==> src/verilog/srsx_pkg.sv <==
// Package with constants and carrier types of the set-register and sleep unit.
`default_nettype none
package srsx_pkg;
  localparam logic [15:0] SLEEP_WORD     = 16'h0003;
  localparam logic [6:0]  SETREG_PREFIX  = 7'h34;
  localparam int          ACCESS_POS     = 8;
  localparam logic [7:0]  ALL_ONES       = 8'hFF;
  localparam logic [7:0]  WATCHDOG_CLEAR = 8'h00;
  localparam logic [7:0]  ACCESS_SPLIT   = 8'h80;
  localparam logic [3:0]  ACCESS_HI_BANK = 4'hF;
  localparam logic [3:0]  BANK_RESET     = 4'h0;
  localparam logic        TIMEOUT_RESET  = 1'b1;
  localparam logic        PWRDN_RESET    = 1'b1;

  typedef enum logic [1:0] {
    SRSX_Q1 = 2'b00,
    SRSX_Q2 = 2'b01,
    SRSX_Q3 = 2'b11,
    SRSX_Q4 = 2'b10
  } srsx_phase_t;

  typedef struct packed {
    logic        wr;
    logic [11:0] addr;
    logic [7:0]  data;
  } srsx_wr_t;

  typedef struct packed {
    logic is_set;
    logic is_sleep;
    logic access;
    logic [7:0] f;
  } srsx_dec_t;
endpackage
`default_nettype wire
==> src/verilog/srsx_decode.sv <==
// Instruction word decoder for the set-register and sleep operations.
`timescale 1ns/1ps
`default_nettype none
module srsx_decode (
  input  wire logic [15:0]        word,
  output var srsx_pkg::srsx_dec_t dec
);
  always_comb begin
    dec.is_set   = (word[15:9] == srsx_pkg::SETREG_PREFIX);
    dec.is_sleep = (word == srsx_pkg::SLEEP_WORD);
    dec.access   = word[srsx_pkg::ACCESS_POS];
    dec.f        = word[7:0];
  end
endmodule
`default_nettype wire

==> src/verilog/srsx_exec.sv <==
// Execution unit for the set-register-all-ones and sleep instructions.
// How it works
// - Set instruction writes 8'hFF to the addressed data register.
// - Access bit 0 uses the access bank; 1 uses the bank select register.
// - Sleep clears the power-down flag and sets the time-out flag.
// - Sleep clears the watchdog counter and its postscaler.
// - After sleep the core halts, oscillator stopped, until a wake-up.
// - A watchdog wake-up clears the time-out flag set on entry.
`timescale 1ns/1ps
`default_nettype none
module srsx_exec (
  input  wire logic        mclk,
  input  wire logic        rst_n,
  input  wire logic [15:0] instr_word,
  input  wire logic        instr_valid,
  input  wire logic [3:0]  bank_select_register,
  input  wire logic        wake_event,
  input  wire logic        wake_by_watchdog,
  output var srsx_pkg::srsx_wr_t reg_wr,
  output logic             watchdog_clear,
  output logic             postscaler_clear,
  output logic             osc_stop,
  output logic             sleeping,
  output logic             power_down_flag,
  output logic             time_out_flag,
  output logic             instr_done
);
  srsx_pkg::srsx_phase_t phase_r;
  srsx_pkg::srsx_dec_t   dec;
  srsx_pkg::srsx_dec_t   dec_r;
  logic                  busy_r;
  logic [11:0]           addr_r;
  logic                  wake_s1_r;
  logic                  wake_s2_r;
  logic                  wdog_s1_r;
  logic                  wdog_s2_r;

  function automatic logic [11:0] resolve_addr(input logic a,
                                               input logic [7:0] f,
                                               input logic [3:0] bank);
    if (a) begin
      resolve_addr = {bank, f};
    end else if (f < srsx_pkg::ACCESS_SPLIT) begin
      resolve_addr = {srsx_pkg::BANK_RESET, f};
    end else begin
      resolve_addr = {srsx_pkg::ACCESS_HI_BANK, f};
    end
  endfunction

  srsx_decode u_dec (
    .word (instr_word),
    .dec  (dec)
  );

  // Wake inputs arrive from the asynchronous wake logic, so synchronise.
  always_ff @(posedge mclk) begin
    if (!rst_n) begin
      wake_s1_r <= 1'b0;
      wake_s2_r <= 1'b0;
      wdog_s1_r <= 1'b0;
      wdog_s2_r <= 1'b0;
    end else begin
      wake_s1_r <= wake_event;
      wake_s2_r <= wake_s1_r;
      wdog_s1_r <= wake_by_watchdog;
      wdog_s2_r <= wdog_s1_r;
    end
  end

  // The four-phase cycle runs only while awake; a new word is taken in Q1.
  always_ff @(posedge mclk) begin
    if (!rst_n) begin
      phase_r <= srsx_pkg::SRSX_Q1;
      busy_r  <= 1'b0;
      dec_r   <= '0;
    end else if (sleeping) begin
      phase_r <= srsx_pkg::SRSX_Q1;
      busy_r  <= 1'b0;
    end else begin
      case (phase_r)
        srsx_pkg::SRSX_Q1: begin
          busy_r  <= instr_valid;
          dec_r   <= dec;
          phase_r <= instr_valid ? srsx_pkg::SRSX_Q2 : srsx_pkg::SRSX_Q1;
        end
        srsx_pkg::SRSX_Q2: phase_r <= srsx_pkg::SRSX_Q3;
        srsx_pkg::SRSX_Q3: phase_r <= srsx_pkg::SRSX_Q4;
        default: begin
          phase_r <= srsx_pkg::SRSX_Q1;
          busy_r  <= 1'b0;
        end
      endcase
    end
  end

  // The bank is latched in Q2 so a late bank change cannot move the write.
  always_ff @(posedge mclk) begin
    if (!rst_n) begin
      addr_r <= '0;
    end else if (phase_r == srsx_pkg::SRSX_Q2) begin
      addr_r <= resolve_addr(dec_r.access, dec_r.f,
                             bank_select_register);
    end
  end

  // Register write leaves in Q4 as a one-cycle strobe.
  always_ff @(posedge mclk) begin
    if (!rst_n) begin
      reg_wr <= '0;
    end else begin
      reg_wr.wr   <= busy_r && dec_r.is_set &&
                     (phase_r == srsx_pkg::SRSX_Q4);
      reg_wr.addr <= addr_r;
      reg_wr.data <= srsx_pkg::ALL_ONES;
    end
  end

  always_ff @(posedge mclk) begin
    if (!rst_n) begin
      instr_done <= 1'b0;
    end else begin
      instr_done <= busy_r && (phase_r == srsx_pkg::SRSX_Q4);
    end
  end

  // Sleep entry in Q4; only a synchronised wake event leaves it.
  always_ff @(posedge mclk) begin
    if (!rst_n) begin
      sleeping         <= 1'b0;
      osc_stop         <= 1'b0;
      watchdog_clear   <= 1'b0;
      postscaler_clear <= 1'b0;
    end else begin
      watchdog_clear   <= 1'b0;
      postscaler_clear <= 1'b0;
      if (sleeping && wake_s2_r) begin
        sleeping <= 1'b0;
        osc_stop <= 1'b0;
      end else if (busy_r && dec_r.is_sleep &&
                   phase_r == srsx_pkg::SRSX_Q4) begin
        sleeping         <= 1'b1;
        osc_stop         <= 1'b1;
        watchdog_clear   <= 1'b1;
        postscaler_clear <= 1'b1;
      end
    end
  end

  // Both flags are active low status bits, held high after reset.
  always_ff @(posedge mclk) begin
    if (!rst_n) begin
      power_down_flag <= srsx_pkg::PWRDN_RESET;
      time_out_flag   <= srsx_pkg::TIMEOUT_RESET;
    end else if (sleeping && wake_s2_r && wdog_s2_r) begin
      time_out_flag <= 1'b0;
    end else if (busy_r && dec_r.is_sleep &&
                 phase_r == srsx_pkg::SRSX_Q4) begin
      power_down_flag <= 1'b0;
      time_out_flag   <= 1'b1;
    end
  end
endmodule
`default_nettype wire

==> config.mk <==
export PLATFORM = sky130hd
export DESIGN_NAME = srsx_exec
export DESIGN_NICKNAME = d
export VERILOG_FILES = /design/src/verilog/srsx_pkg.sv /design/src/verilog/srsx_decode.sv /design/src/verilog/srsx_exec.sv
export SDC_FILE = /design/constraint.sdc
export NUM_CORES = 1
export LEC_CHECK = 0
export BUFFER_PORTS_ARGS = -buffer_cell sky130_fd_sc_hd__buf_4
export CAP_MARGIN = 40
export CORE_MARGIN = 4
export CORE_UTILIZATION = 50
export CTS_CLUSTER_SIZE = 30
export DETAILED_ROUTE_END_ITERATION = 8
export GPL_TIMING_DRIVEN = 0
export PLACE_DENSITY = 0.76
export SETUP_SLACK_MARGIN = 0.3
export SLEW_MARGIN = 20
export SYNTH_ARGS = -nofsm -noshare
export SYNTH_HDL_FRONTEND = slang
export SYNTH_SLANG_ARGS = --single-unit
==> constraint.sdc <==
create_clock -name mclk -period 1.35 [get_ports mclk]
set_input_delay 0.0675 -clock mclk [delete_from_list [all_inputs] [get_ports mclk]]
set_output_delay 0.0675 -clock mclk [all_outputs]
set_load 0.01 [all_outputs]
* Word level (Yosys, flattened, before mapping)
Index checks and enable logic that the tools add are counted.
Storage, ports and cells: output and inout port bits 28, word-level logic and storage cells 51, memories 0, latch bits 0, bits in registers 56, RAM bits 0, input bits 25, ROM bits 0
Cells by class: order comparisons 1, multiplexer cells 9, bitwise gates (word level) 3, equality and inequality tests 5, reductions and logical operators 14, $add $sub $neg 0, $mul 0, shift operators 0, div/mod/pow operators 0
Operator list (count):
- 12-bit two-way mux | 2
- 16-bit by 2-bit == test with 1-bit output, second input constant | 1
- 8-bit less-than comparator, second input constant | 1
- 8-bit two-way mux | 1
- 7-bit by 6-bit == test with 1-bit output, second input constant | 1
- 1-bit logical AND | 7
- 2-bit case mux with 3 select lines | 1
- 2-bit OR reduction | 3
- 2-bit == test, second input constant | 2
- 1-bit two-way mux | 4
- 2-bit AND reduction | 2
- 1-bit inverter | 3
- 2-bit by 1-bit == test with 1-bit output, second input constant | 1
- 2-bit logical NOT | 1
- 1-bit case mux with 2 select lines | 1
- 2-bit nonzero test | 1

* Depth between registers and ports, before layout
Gate-level depths: netlist of run 1.
depth in word-level cells 4, gate-level depth with buffers 6

* By module
Synthesis of run 1 repeated with hierarchy kept, for this count alone.
Unflattened totals: cells, all modules 195, area total of the unflattened synthesis 1889.3 um2
By module, submodules not included:
- srsx_exec | times used 1, sequential area each 980.9 um2, area an instance 1769.2 um2, cells each 180
- srsx_decode | times used 1, sequential area each 0.0 um2, area an instance 120.1 um2, cells each 15

* Worst setup path before layout of run 1
No wires, ideal clock.
kind reg2reg, start point register sleeping, end point register dec_r[9] in the netlist's numbering, data arrival time 1.140 ns, stages on the path, launching flop included 4, slack 0.126 ns, path through dfxtp_1 -> or3_4 -> buf_6 -> o31ai_2
On the way: cells in the longest elaborated chain, start to end 2
RTL lines:
- start: declaration | RTL line srsx_exec.sv:23 | output logic sleeping,
- start signal: assignment | RTL line srsx_exec.sv:129 | sleeping <= 1'b0;
- start signal: assignment | RTL line srsx_exec.sv:137 | sleeping <= 1'b0;
- start signal: assignment | RTL line srsx_exec.sv:141 | sleeping <= 1'b1;
- 1-bit inverter (no line)
- 2-bit AND reduction (no line)
- end signal: assignment | RTL line srsx_exec.sv:75 | dec_r <= '0;
- end signal: assignment | RTL line srsx_exec.sv:83 | dec_r <= dec;
- end: declaration | RTL line srsx_exec.sv:30 | srsx_pkg::srsx_dec_t dec_r;
Every way passes these cells. A chain may end at the register's enable or synchronous reset.

* Worst setup path after layout of run 1
start point register phase_r[1], end point register dec_r[6] in the netlist's numbering
On the way: cells in the longest elaborated chain, start to end 2
RTL lines:
- start: declaration | RTL line srsx_exec.sv:28 | srsx_pkg::srsx_phase_t phase_r;
- start signal: assignment | RTL line srsx_exec.sv:73 | phase_r <= srsx_pkg::SRSX_Q1;
- start signal: assignment | RTL line srsx_exec.sv:77 | phase_r <= srsx_pkg::SRSX_Q1;
- start signal: assignment | RTL line srsx_exec.sv:84 | phase_r <= instr_valid ? srsx_pkg::SRSX_Q2 : srsx_pkg::SRSX_Q1;
- 2-bit logical NOT | RTL line srsx_exec.sv:80 | case (phase_r)
- 2-bit AND reduction (no line)
Every way passes these cells.

==> results.cfg, run 1 <==
[synthesis]
syn-cell-area_um2 = 1750
yosysTopAreaCellShare_pct = 55.9
yosys_warnings = 0
synth.most_common_cell = dfxtp_1
syn_nets = 210
synth_cell_types = 30
synthCells = 185
ys_ff_latch = 49
async_flop_share_pct = 0
synth_top_area_cell = dfxtp_1
ys.flop_type = dfxtp_1
synth_seq_area_share_pct = 55.9
synth_commonest_cells = dfxtp_1, nand2_1, and2_1, a21boi_0, buf_4
synth.area.top_cells = dfxtp_1, nand2_1, a21boi_0
synth_area_per_cell_um2 = 9.48
synth_edf_count = 0

[layout]
multi_input_area_um2 = 810
n_fill_cell = 220
seqCellArea_um2 = 988
drive_gt1_share_pct = 46.8
diodes = 0
fin_nets = 294
syn2layout_area_growth_pct = 58.2

[floorplanning]
die_area_um2 = 4520
coreArea_um2 = 3360
start_util_pct = 52.2
fp.dieH_um = 67.2
core.rowCount = 21
die_w_um = 67.2
ios = 53

[pwr]
internal_power_mw = 2.04
powerDensity_nw_per_um2 = 985
leakage_nw = 1.23
finalPower_mw = 2.73
power_frac_seq_pct = 56.9
clock_power_share_pct = 24.9
ir_drop_mv = 0.863
pwr-share-comb_pct = 18.2
sw_frac_of_total_pct = 25.3
p_sw_uw = 692

[sta]
worst_pin_slew_ns = 0.585
holdWs_ns = 0.0122
hold_viol_final = 0
maxSlewViolCount = 0
setup_violations = 0
final.setup.tns_ns = 0
maxSlewHeadroom_pct = 61.0
finalCriticalPeriod_ns = 1.26
fmaxAchievable_mhz = 796
setup_ws_ns = 0.0943
min_period_over_period_pct = 93.0
rsz0062_at_grt = true
skew_ns = 0.0196

[clocking]
clockBufferDepth = 2
clk-insertion-delay-late_ns = 0.36
root_buffer = clkbuf_4
clock-sinks = 49
cts_tree = yes
clk_pin_slew_ns = 0.13
cts_buffers = 5
htree_levels = 2

[place]
gp_congestion = 0.716
portBuffers = 52
dp_hpwl_mm = 2.51
place_ws_ns = 0.0720

[critical_path]
worstSetupPathType = flip-flop to flip-flop
endpoint_kind = flip-flop
cp.arrival_ns = 1.51
critPathMaxFanout = 5
worstPathRequired_ns = 1.61
start_kind = flip-flop

[routing]
dr.pass1.iters = 4
drtIter0Drc = 39
drc = 0
vias_per_cell = 4.81
num_vias = 1516
ant_nets = 0
wirelength_mm = 4.44
wl_per_cell_um = 14.1

[global_route]
grt_pass1_wl_mm = 6.47
overflow = 0
first_global_vias = 1466
grt_use_total_pct = 19.5
grt_max_degree = 14
antenna_found_initial = 0

[job]
max_cap_violations = 0

[worst_hold_path]
hp-class = input pin to flip-flop

[status]
status = complete, no violations
area by class of cell:
cell class	count	share of cell area (%)
buffer	19	6.63
sequential	49	35.6
inverter	1	0.135
clock buffer	7	1.98
multi-input combinational	116	29.2
timing repair buffer	77	24.4
tap	46	2.07
metrics by stage:
stage	utilization (%)	std cells	instance area [µm²]
after floorplan	-	185	1780
after global placement	66.1	283	2220
after detailed placement	66.1	283	2220
after CTS	78.1	311	2630
after global routing	82.5	315	2780
final	82.5	315	2780
power by group through the flow:
stage               clock network (mW)  registers (mW)  logic [mW]
finish                           0.682            1.56       0.497
global route                     0.729            1.56       0.535
CTS                              0.673            1.55       0.432
detailed placement                   0            1.57       0.310
global placement                     0            1.57       0.304
floorplan                            0            1.57       0.172
final timing paths:
check / from / slack (ns) / end / cells past startpoint
worst max register to register: phase_r[1]$_SDFF_PP0_ / 0.09 / dec_r[6]$_SDFFE_PN0P_ / 5
worst max-delay path: phase_r[1]$_SDFF_PP0_ / 0.09 / dec_r[6]$_SDFFE_PN0P_ / 5
worst min-delay path: instr_word[15] / 0.01 / dec_r[9]$_SDFFE_PN0P_ / 4
worst min register to register: wake_s1_r$_SDFF_PN0_ / 0.45 / wake_s2_r$_SDFF_PN0_ / 1
state kept, by name (all words and copies together) (netlist names):
| register | cells |
|---|---|
| power_down_flag | 1 |
| postscaler_clear | 1 |
| time_out_flag | 1 |
| wdog_s1_r | 1 |
| busy_r | 1 |
| addr_r | 12 |
| reg_wr | 14 |
| sleeping | 1 |
| wake_s2_r | 1 |
| wdog_s2_r | 1 |
| wake_s1_r | 1 |
| instr_done | 1 |
| dec_r | 11 |
| phase_r | 2 |
cell usage in the layout (no fill, tap or decap), types with 4 or more instances in the layout:
master         count
buf_6             20
a21boi_1           9
nand2_4            9
buf_4             53
a21oi_1            5
nand2_2            7
dlygate4sd3_1     15
and2_1            18
nand2_1           21
a21boi_2           9
nor2_1             6
dfxtp_1           45
o21ai_2            4
clkbuf_4           5
clkbuf_1           5
cell families after synthesis:
logic type | share of synthesized area [%]
compound gates | 12.8
simple gates | 23.4
buf+inv | 7.27
mux | 0.571
flops | 55.9
timing repair:
action                     in CTS  in global routing
pin swaps                       8                 16
setup endpoints to repair      32                 37
hold endpoints to repair       16                  0
resized for setup              52                 36
hold buffers                   15                  0
buffers inserted                4                  4
cloned                          2                  0
layer usage:
metal	up-vias	wire length, µm	GRT usage, %
li1	766	-	-
met1	711	1780	20.8
met3	5	244	5.99
met2	34	2370	35.7
met5	-	0	0
met4	0	57	7.59
critical path, cell delays in order, from the launching register on:
cell,delay [ns]
dfxtp_2,0.34
buf_8,0.12
or3_4,0.41
buf_16,0.17
nand2_4,0.06
a21boi_2,0.05
Note: power is estimated with default switching activity, not from simulation.
==> run 2, diff against run 1 <==
HOLD_SLACK_MARGIN = 0.1   (was unset)
clock period = 1.4 ns   (was 1.35 ns; I/O delays follow)
==> run 2 against run 1 <==
  * Fmax up 0.38%
  * Clock skew down 0.0054 ns
  * Setup slack better by 0.055 ns
  * Via count up 0.59%
  * Global-route usage down 1.2 points
  * Register-to-register slack better by 0.05 ns
  * Flip-flop and latch count unchanged
  * Combinational power down 16%
  * Sequential power down 4%
  * Critical path type unchanged
==> results.cfg, run 2 (synthesis results as in run 1) <==
[worst_hold_path]
hold_start = instr_word[15]
hold-path-cell-count = 4
hp-class = input pin to flip-flop
min_to = dec_r[10]$_SDFFE_PN0P_

[layout]
layout_commonest_cell = buf_4
regMostFlops = reg_wr
n_fill_cell = 252
diodes = 0
fin_nets = 295
final_area_um2 = 2610
largest_reg_flops = 14
syn2layout_area_growth_pct = 48.7
drive_gt1_share_pct = 33.9
final_cell_mix = buf_4, dfxtp_1, nand2_1
top_regs = reg_wr x14, addr_r x12, dec_r x11

[place]
placed_area_um2 = 2220
dp_hpwl_mm = 2.51
gp_congestion = 0.729
portBuffers = 52

[global_route]
first_global_vias = 1394
grt_use_total_pct = 18.3
grt_max_degree = 15
grt_pass1_wl_mm = 6.21
overflow = 0
antenna_found_initial = 0

[status]
status = complete, no violations

[pwr]
sw_frac_of_total_pct = 24.4
ir_drop_mv = 0.784
powerDensity_nw_per_um2 = 962
finalPower_mw = 2.51
clock_power_share_pct = 24.2
internal_power_mw = 1.90
power_frac_seq_pct = 59.2
pwr-share-comb_pct = 16.5
p_sw_uw = 613
leakage_nw = 1.15

[routing]
wl_per_cell_um = 12.4
drtIter0Drc = 59
dr.pass1.iters = 4
drc = 0
wirelength_mm = 3.92
num_vias = 1525
vias_per_cell = 4.81
ant_nets = 0

[sta]
maxSlewHeadroom_pct = 73.0
maxSlewViolCount = 0
setup_violations = 0
min_period_over_period_pct = 89.3
fmaxAchievable_mhz = 799
rsz0062_at_grt = true
worst_pin_slew_ns = 0.401
skew_ns = 0.0142
hold_viol_final = 0
finalCriticalPeriod_ns = 1.25
final.setup.tns_ns = 0

[critical_path]
worst-path-buf-inv = 2
worstPathRequired_ns = 1.65
worstSetupPathType = flip-flop to flip-flop
rr_endpoint = dec_r[9]$_SDFFE_PN0P_
cp_top_family = simple AND/OR/NAND/NOR gates
reg2reg_from = phase_r[0]$_SDFF_PP0_
start_kind = flip-flop
critPathSlowestCell = or3_4
worst_path_largest_cell_delay_ns = 0.40
r2r_slack_ns = 0.15
cp_cell_sequence = buf_6, or3_4, clkbuf_16, nand3_2, o31ai_2
critPathMaxFanout = 6
endpoint_kind = flip-flop
cp.arrival_ns = 1.50
r2r.worst_path.cells = 5

[clocking]
clk_pin_slew_ns = 0.12
hold_buffers = 18
clockBufferDepth = 2
clock-sinks = 49
clk-insertion-delay-late_ns = 0.36
htree_levels = 2
root_buffer = clkbuf_4
cts_tree = yes
cts_buffers = 5

[floorplanning]
coreArea_um2 = 3360
die_area_um2 = 4520
fp.dieH_um = 67.2
ios = 53
core.rowCount = 21
start_util_pct = 52.2
die_w_um = 67.2

[job]
max_cap_violations = 0
run 2: what timing repair did:
| action | in CTS | in global routing |
|---|---|---|
| setup endpoints to repair | 31 | 31 |
| endpoints found under the hold margin | 23 | 2 |
| gates cloned | 0 | 1 |
| pin swaps | 0 | 4 |
| gates resized for setup | 10 | 24 |
| setup buffers | 4 | 3 |
run 2: worst max path at each step:
stage | startpoint | endpoint | depth (start not counted) | slack, ns
finish | phase_r[0]$_SDFF_PP0_ | dec_r[9]$_SDFFE_PN0P_ | 5 | 0.15
global route | phase_r[0]$_SDFF_PP0_ | dec_r[9]$_SDFFE_PN0P_ | 5 | 0.13
floorplan | phase_r[1]$_SDFF_PP0_ | dec_r[9]$_SDFFE_PN0P_ | 4 | 0.24
detailed placement | phase_r[0]$_SDFF_PP0_ | dec_r[10]$_SDFFE_PN0P_ | 4 | 0.13
global placement | phase_r[0]$_SDFF_PP0_ | dec_r[10]$_SDFFE_PN0P_ | 4 | 0.13
CTS | phase_r[1]$_SDFF_PP0_ | dec_r[9]$_SDFFE_PN0P_ | 4 | 0.15
run 2: layout make-up:
class | count | area, µm² | share of cell area [%]
multi-input cells | 116 | 672 | 25.8
inverters | 1 | 3.75 | 0.144
flip-flops and latches | 49 | 991 | 38.0
repair buffers | 78 | 663 | 25.4
clock inverters | 1 | 7.51 | 0.288
clock buffers | 7 | 45.0 | 1.73
plain buffers | 19 | 169 | 6.47
well taps | 46 | 57.6 | 2.21
run 2: metrics by stage:
stage | util [%] | hold WS (ns) | instances | setup WS (ns)
global route | 77.6 | 0.0436 | 317 | 0.128
global placement | 66.0 | 0.258 | 283 | 0.134
finish | 77.6 | 0.0199 | 317 | 0.149
detailed placement | 66.0 | 0.261 | 283 | 0.128
floorplan | - | 0.0977 | 185 | 0.236
CTS | 74.4 | 0.0159 | 313 | 0.155
run 2: layer usage:
metal	vias to the layer above	wire, µm	global-route usage, %
met1	704	1690	21.9
met2	48	1890	30.8
met4	0	32	4.56
li1	767	-	-
met3	6	308	6.99
met5	-	0	0
run 2: power groups by stage:
stage	registers (mW)	clock network [mW]	logic [mW]
after global routing	1.49	0.692	0.451
after global placement	1.51	0	0.291
after detailed placement	1.52	0	0.295
after floorplan	1.52	0	0.164
final	1.49	0.609	0.415
after CTS	1.49	0.623	0.360
run 2: worst min-delay path: stages:
cell      delay [ns]
buf_4           0.07
nor4_1          0.05
nand3_1         0.08
a21boi_1        0.06
==> run 3, diff against run 2 <==
--- a/config.mk
+++ b/config.mk
@@ -7,5 +7,4 @@
 export LEC_CHECK = 0
 export BUFFER_PORTS_ARGS = -buffer_cell sky130_fd_sc_hd__buf_4
-export CAP_MARGIN = 40
 export CORE_MARGIN = 4
 export CORE_UTILIZATION = 50
@@ -14,5 +13,5 @@
 export GPL_TIMING_DRIVEN = 0
 export HOLD_SLACK_MARGIN = 0.1
-export PLACE_DENSITY = 0.76
+export PLACE_DENSITY = 0.77
 export SETUP_SLACK_MARGIN = 0.3
 export SLEW_MARGIN = 20
==> constraint.sdc (replaced) <==
create_clock -name mclk -period 1.4 [get_ports mclk]
set_input_delay 0.28 -clock mclk [delete_from_list [all_inputs] [get_ports mclk]]
set_output_delay 0.28 -clock mclk [all_outputs]
set_load 0.01 [all_outputs]
==> run 3 against run 2 <==
  * Via count down 3.7%
  * Critical path depth up 1
  * Setup slack lost 0.057 ns
  * Critical endpoint is now dec_r[0]$_SDFFE_PN0P_
  * Largest cell class unchanged
==> results.cfg, run 3 (synthesis results as in run 1) <==
[layout]
drive_gt1_share_pct = 56.5
diodes = 0
final_cell_mix = buf_6, buf_4, dfxtp_1
fin_util_pct = 83.1
top_regs = reg_wr x14, addr_r x12, dec_r x11
largest_reg_flops = 14
regMostFlops = reg_wr
syn2layout_area_growth_pct = 59.4
fin_nets = 284
n_fill_cell = 207
layout_commonest_cell = buf_6
final_area_um2 = 2800

[sta]
hold_viol_final = 0
maxSlewViolCount = 0
holdWs_ns = 0.155
maxSlewHeadroom_pct = 65.6
skew_ns = 0.00851
worst_pin_slew_ns = 0.517
fmaxAchievable_mhz = 764
finalCriticalPeriod_ns = 1.31
rsz0062_at_grt = true
min_period_over_period_pct = 93.5
setup_violations = 0
final.setup.tns_ns = 0

[job]
max_cap_violations = 0

[pwr]
ir_drop_mv = 0.709
leakage_nw = 1.21
powerDensity_nw_per_um2 = 936

[clocking]
htree_levels = 2
root_buffer = clkbuf_4
clockBufferDepth = 2
clock-sinks = 49
clk_pin_slew_ns = 0.14
cts_tree = yes
cts_buffers = 5
clk-insertion-delay-late_ns = 0.37

[floorplanning]
start_util_pct = 52.2
coreArea_um2 = 3360
ios = 53
fp.dieH_um = 67.2
core.rowCount = 21
die_w_um = 67.2
die_area_um2 = 4520

[global_route]
grt_use_total_pct = 19.4
overflow = 0
first_global_vias = 1493
grt_max_degree = 16
antenna_found_initial = 0
grt_pass1_wl_mm = 6.49

[routing]
dr.pass1.iters = 4
vias_per_cell = 4.80
ant_nets = 0
wirelength_mm = 4.23
num_vias = 1469
wl_per_cell_um = 13.8
drc = 0
drtIter0Drc = 61

[critical_path]
cp_cell_sequence = buf_8, buf_6, nor3_4, clkbuf_16, nand2_2, a21boi_1
critPathSlowestCell = dfxtp_2
cp.arrival_ns = 1.61
reg2reg_from = phase_r[1]$_SDFF_PP0_
r2r_slack_ns = 0.09
r2r.worst_path.cells = 6
worstSetupPathType = flip-flop to flip-flop
critPathMaxFanout = 5
rr_endpoint = dec_r[0]$_SDFFE_PN0P_
worstPathRequired_ns = 1.70
worst_path_largest_cell_delay_ns = 0.35
start_kind = flip-flop
endpoint_kind = flip-flop

[status]
status = complete, no violations

[place]
dp_hpwl_mm = 2.47
portBuffers = 52
gp_congestion = 0.752
placed_area_um2 = 2220

[worst_hold_path]
min_to = dec_r[6]$_SDFFE_PN0P_
hold-path-cell-count = 3
hold_start = instr_word[6]
hp-class = input pin to flip-flop
## run 3: where the power goes
group / switching [mW] / internal, mW / total (mW)
Sequential: 0.0402 / 1.45 / 1.50
Clock: 0.443 / 0.202 / 0.644
Combinational: 0.208 / 0.269 / 0.477
## run 3: timing repair
item / in CTS / in global routing
setup buffers: 5 / 4
setup endpoints to repair: 51 / 55
hold buffers: 3 / 0
hold endpoints to repair: 3 / 0
resized for setup: 77 / 52
cloned: 2 / 1
pin swaps: 5 / 25
## run 3: how the worst max path moves through the flow
stage	start	endpoint	slack (ns)	depth (start not counted)
after global placement	phase_r[0]$_SDFF_PP0_	dec_r[10]$_SDFFE_PN0P_	0.1	4
final	phase_r[1]$_SDFF_PP0_	dec_r[0]$_SDFFE_PN0P_	0.09	6
after floorplan	phase_r[1]$_SDFF_PP0_	dec_r[9]$_SDFFE_PN0P_	0.24	4
after global routing	phase_r[1]$_SDFF_PP0_	dec_r[0]$_SDFFE_PN0P_	0.04	6
after detailed placement	phase_r[0]$_SDFF_PP0_	dec_r[10]$_SDFFE_PN0P_	0.11	4
after CTS	reg_wr[6]$_DFF_P_	reg_wr[6]	0.09	2
## run 3: per-stage QoR
step           cells  power [mW]  setup slack, ns
6_report         306        2.62           0.0916
2_1_floorplan    185        1.68            0.236
3_3_place_gp     283        1.81            0.100
5_1_grt          306        2.74           0.0392
3_5_place_dp     283        1.81            0.107
4_1_cts          301        2.53           0.0925
## run 3: layout make-up
| type | count | area [µm²] | area share, % |
|---|---|---|---|
| Sequential cell | 49 | 1010 | 36.2 |
| Multi-Input combinational cell | 116 | 828 | 29.6 |
| Timing Repair Buffer | 67 | 668 | 23.9 |
| Buffer | 19 | 173 | 6.17 |
| Tap cell | 46 | 57.6 | 2.06 |
| Clock buffer | 6 | 41.3 | 1.48 |
| Clock inverter | 2 | 13.8 | 0.492 |
| Inverter | 1 | 3.75 | 0.134 |
## run 3: metal layers
metal | vias up | wire [µm] | track usage (%)
met3 | 7 | 283 | 7.32
met2 | 39 | 2230 | 32.5
met1 | 673 | 1660 | 21.5
li1 | 750 | - | -
met4 | 0 | 55 | 9.37
met5 | - | 0 | 0
## run 3: critical path: cells and delay by family, from the launching register on
kind            cells  cell delay [ns]
compound gates      1             0.14
buf+inv             3             0.44
flops               1             0.35
simple gates        2             0.31
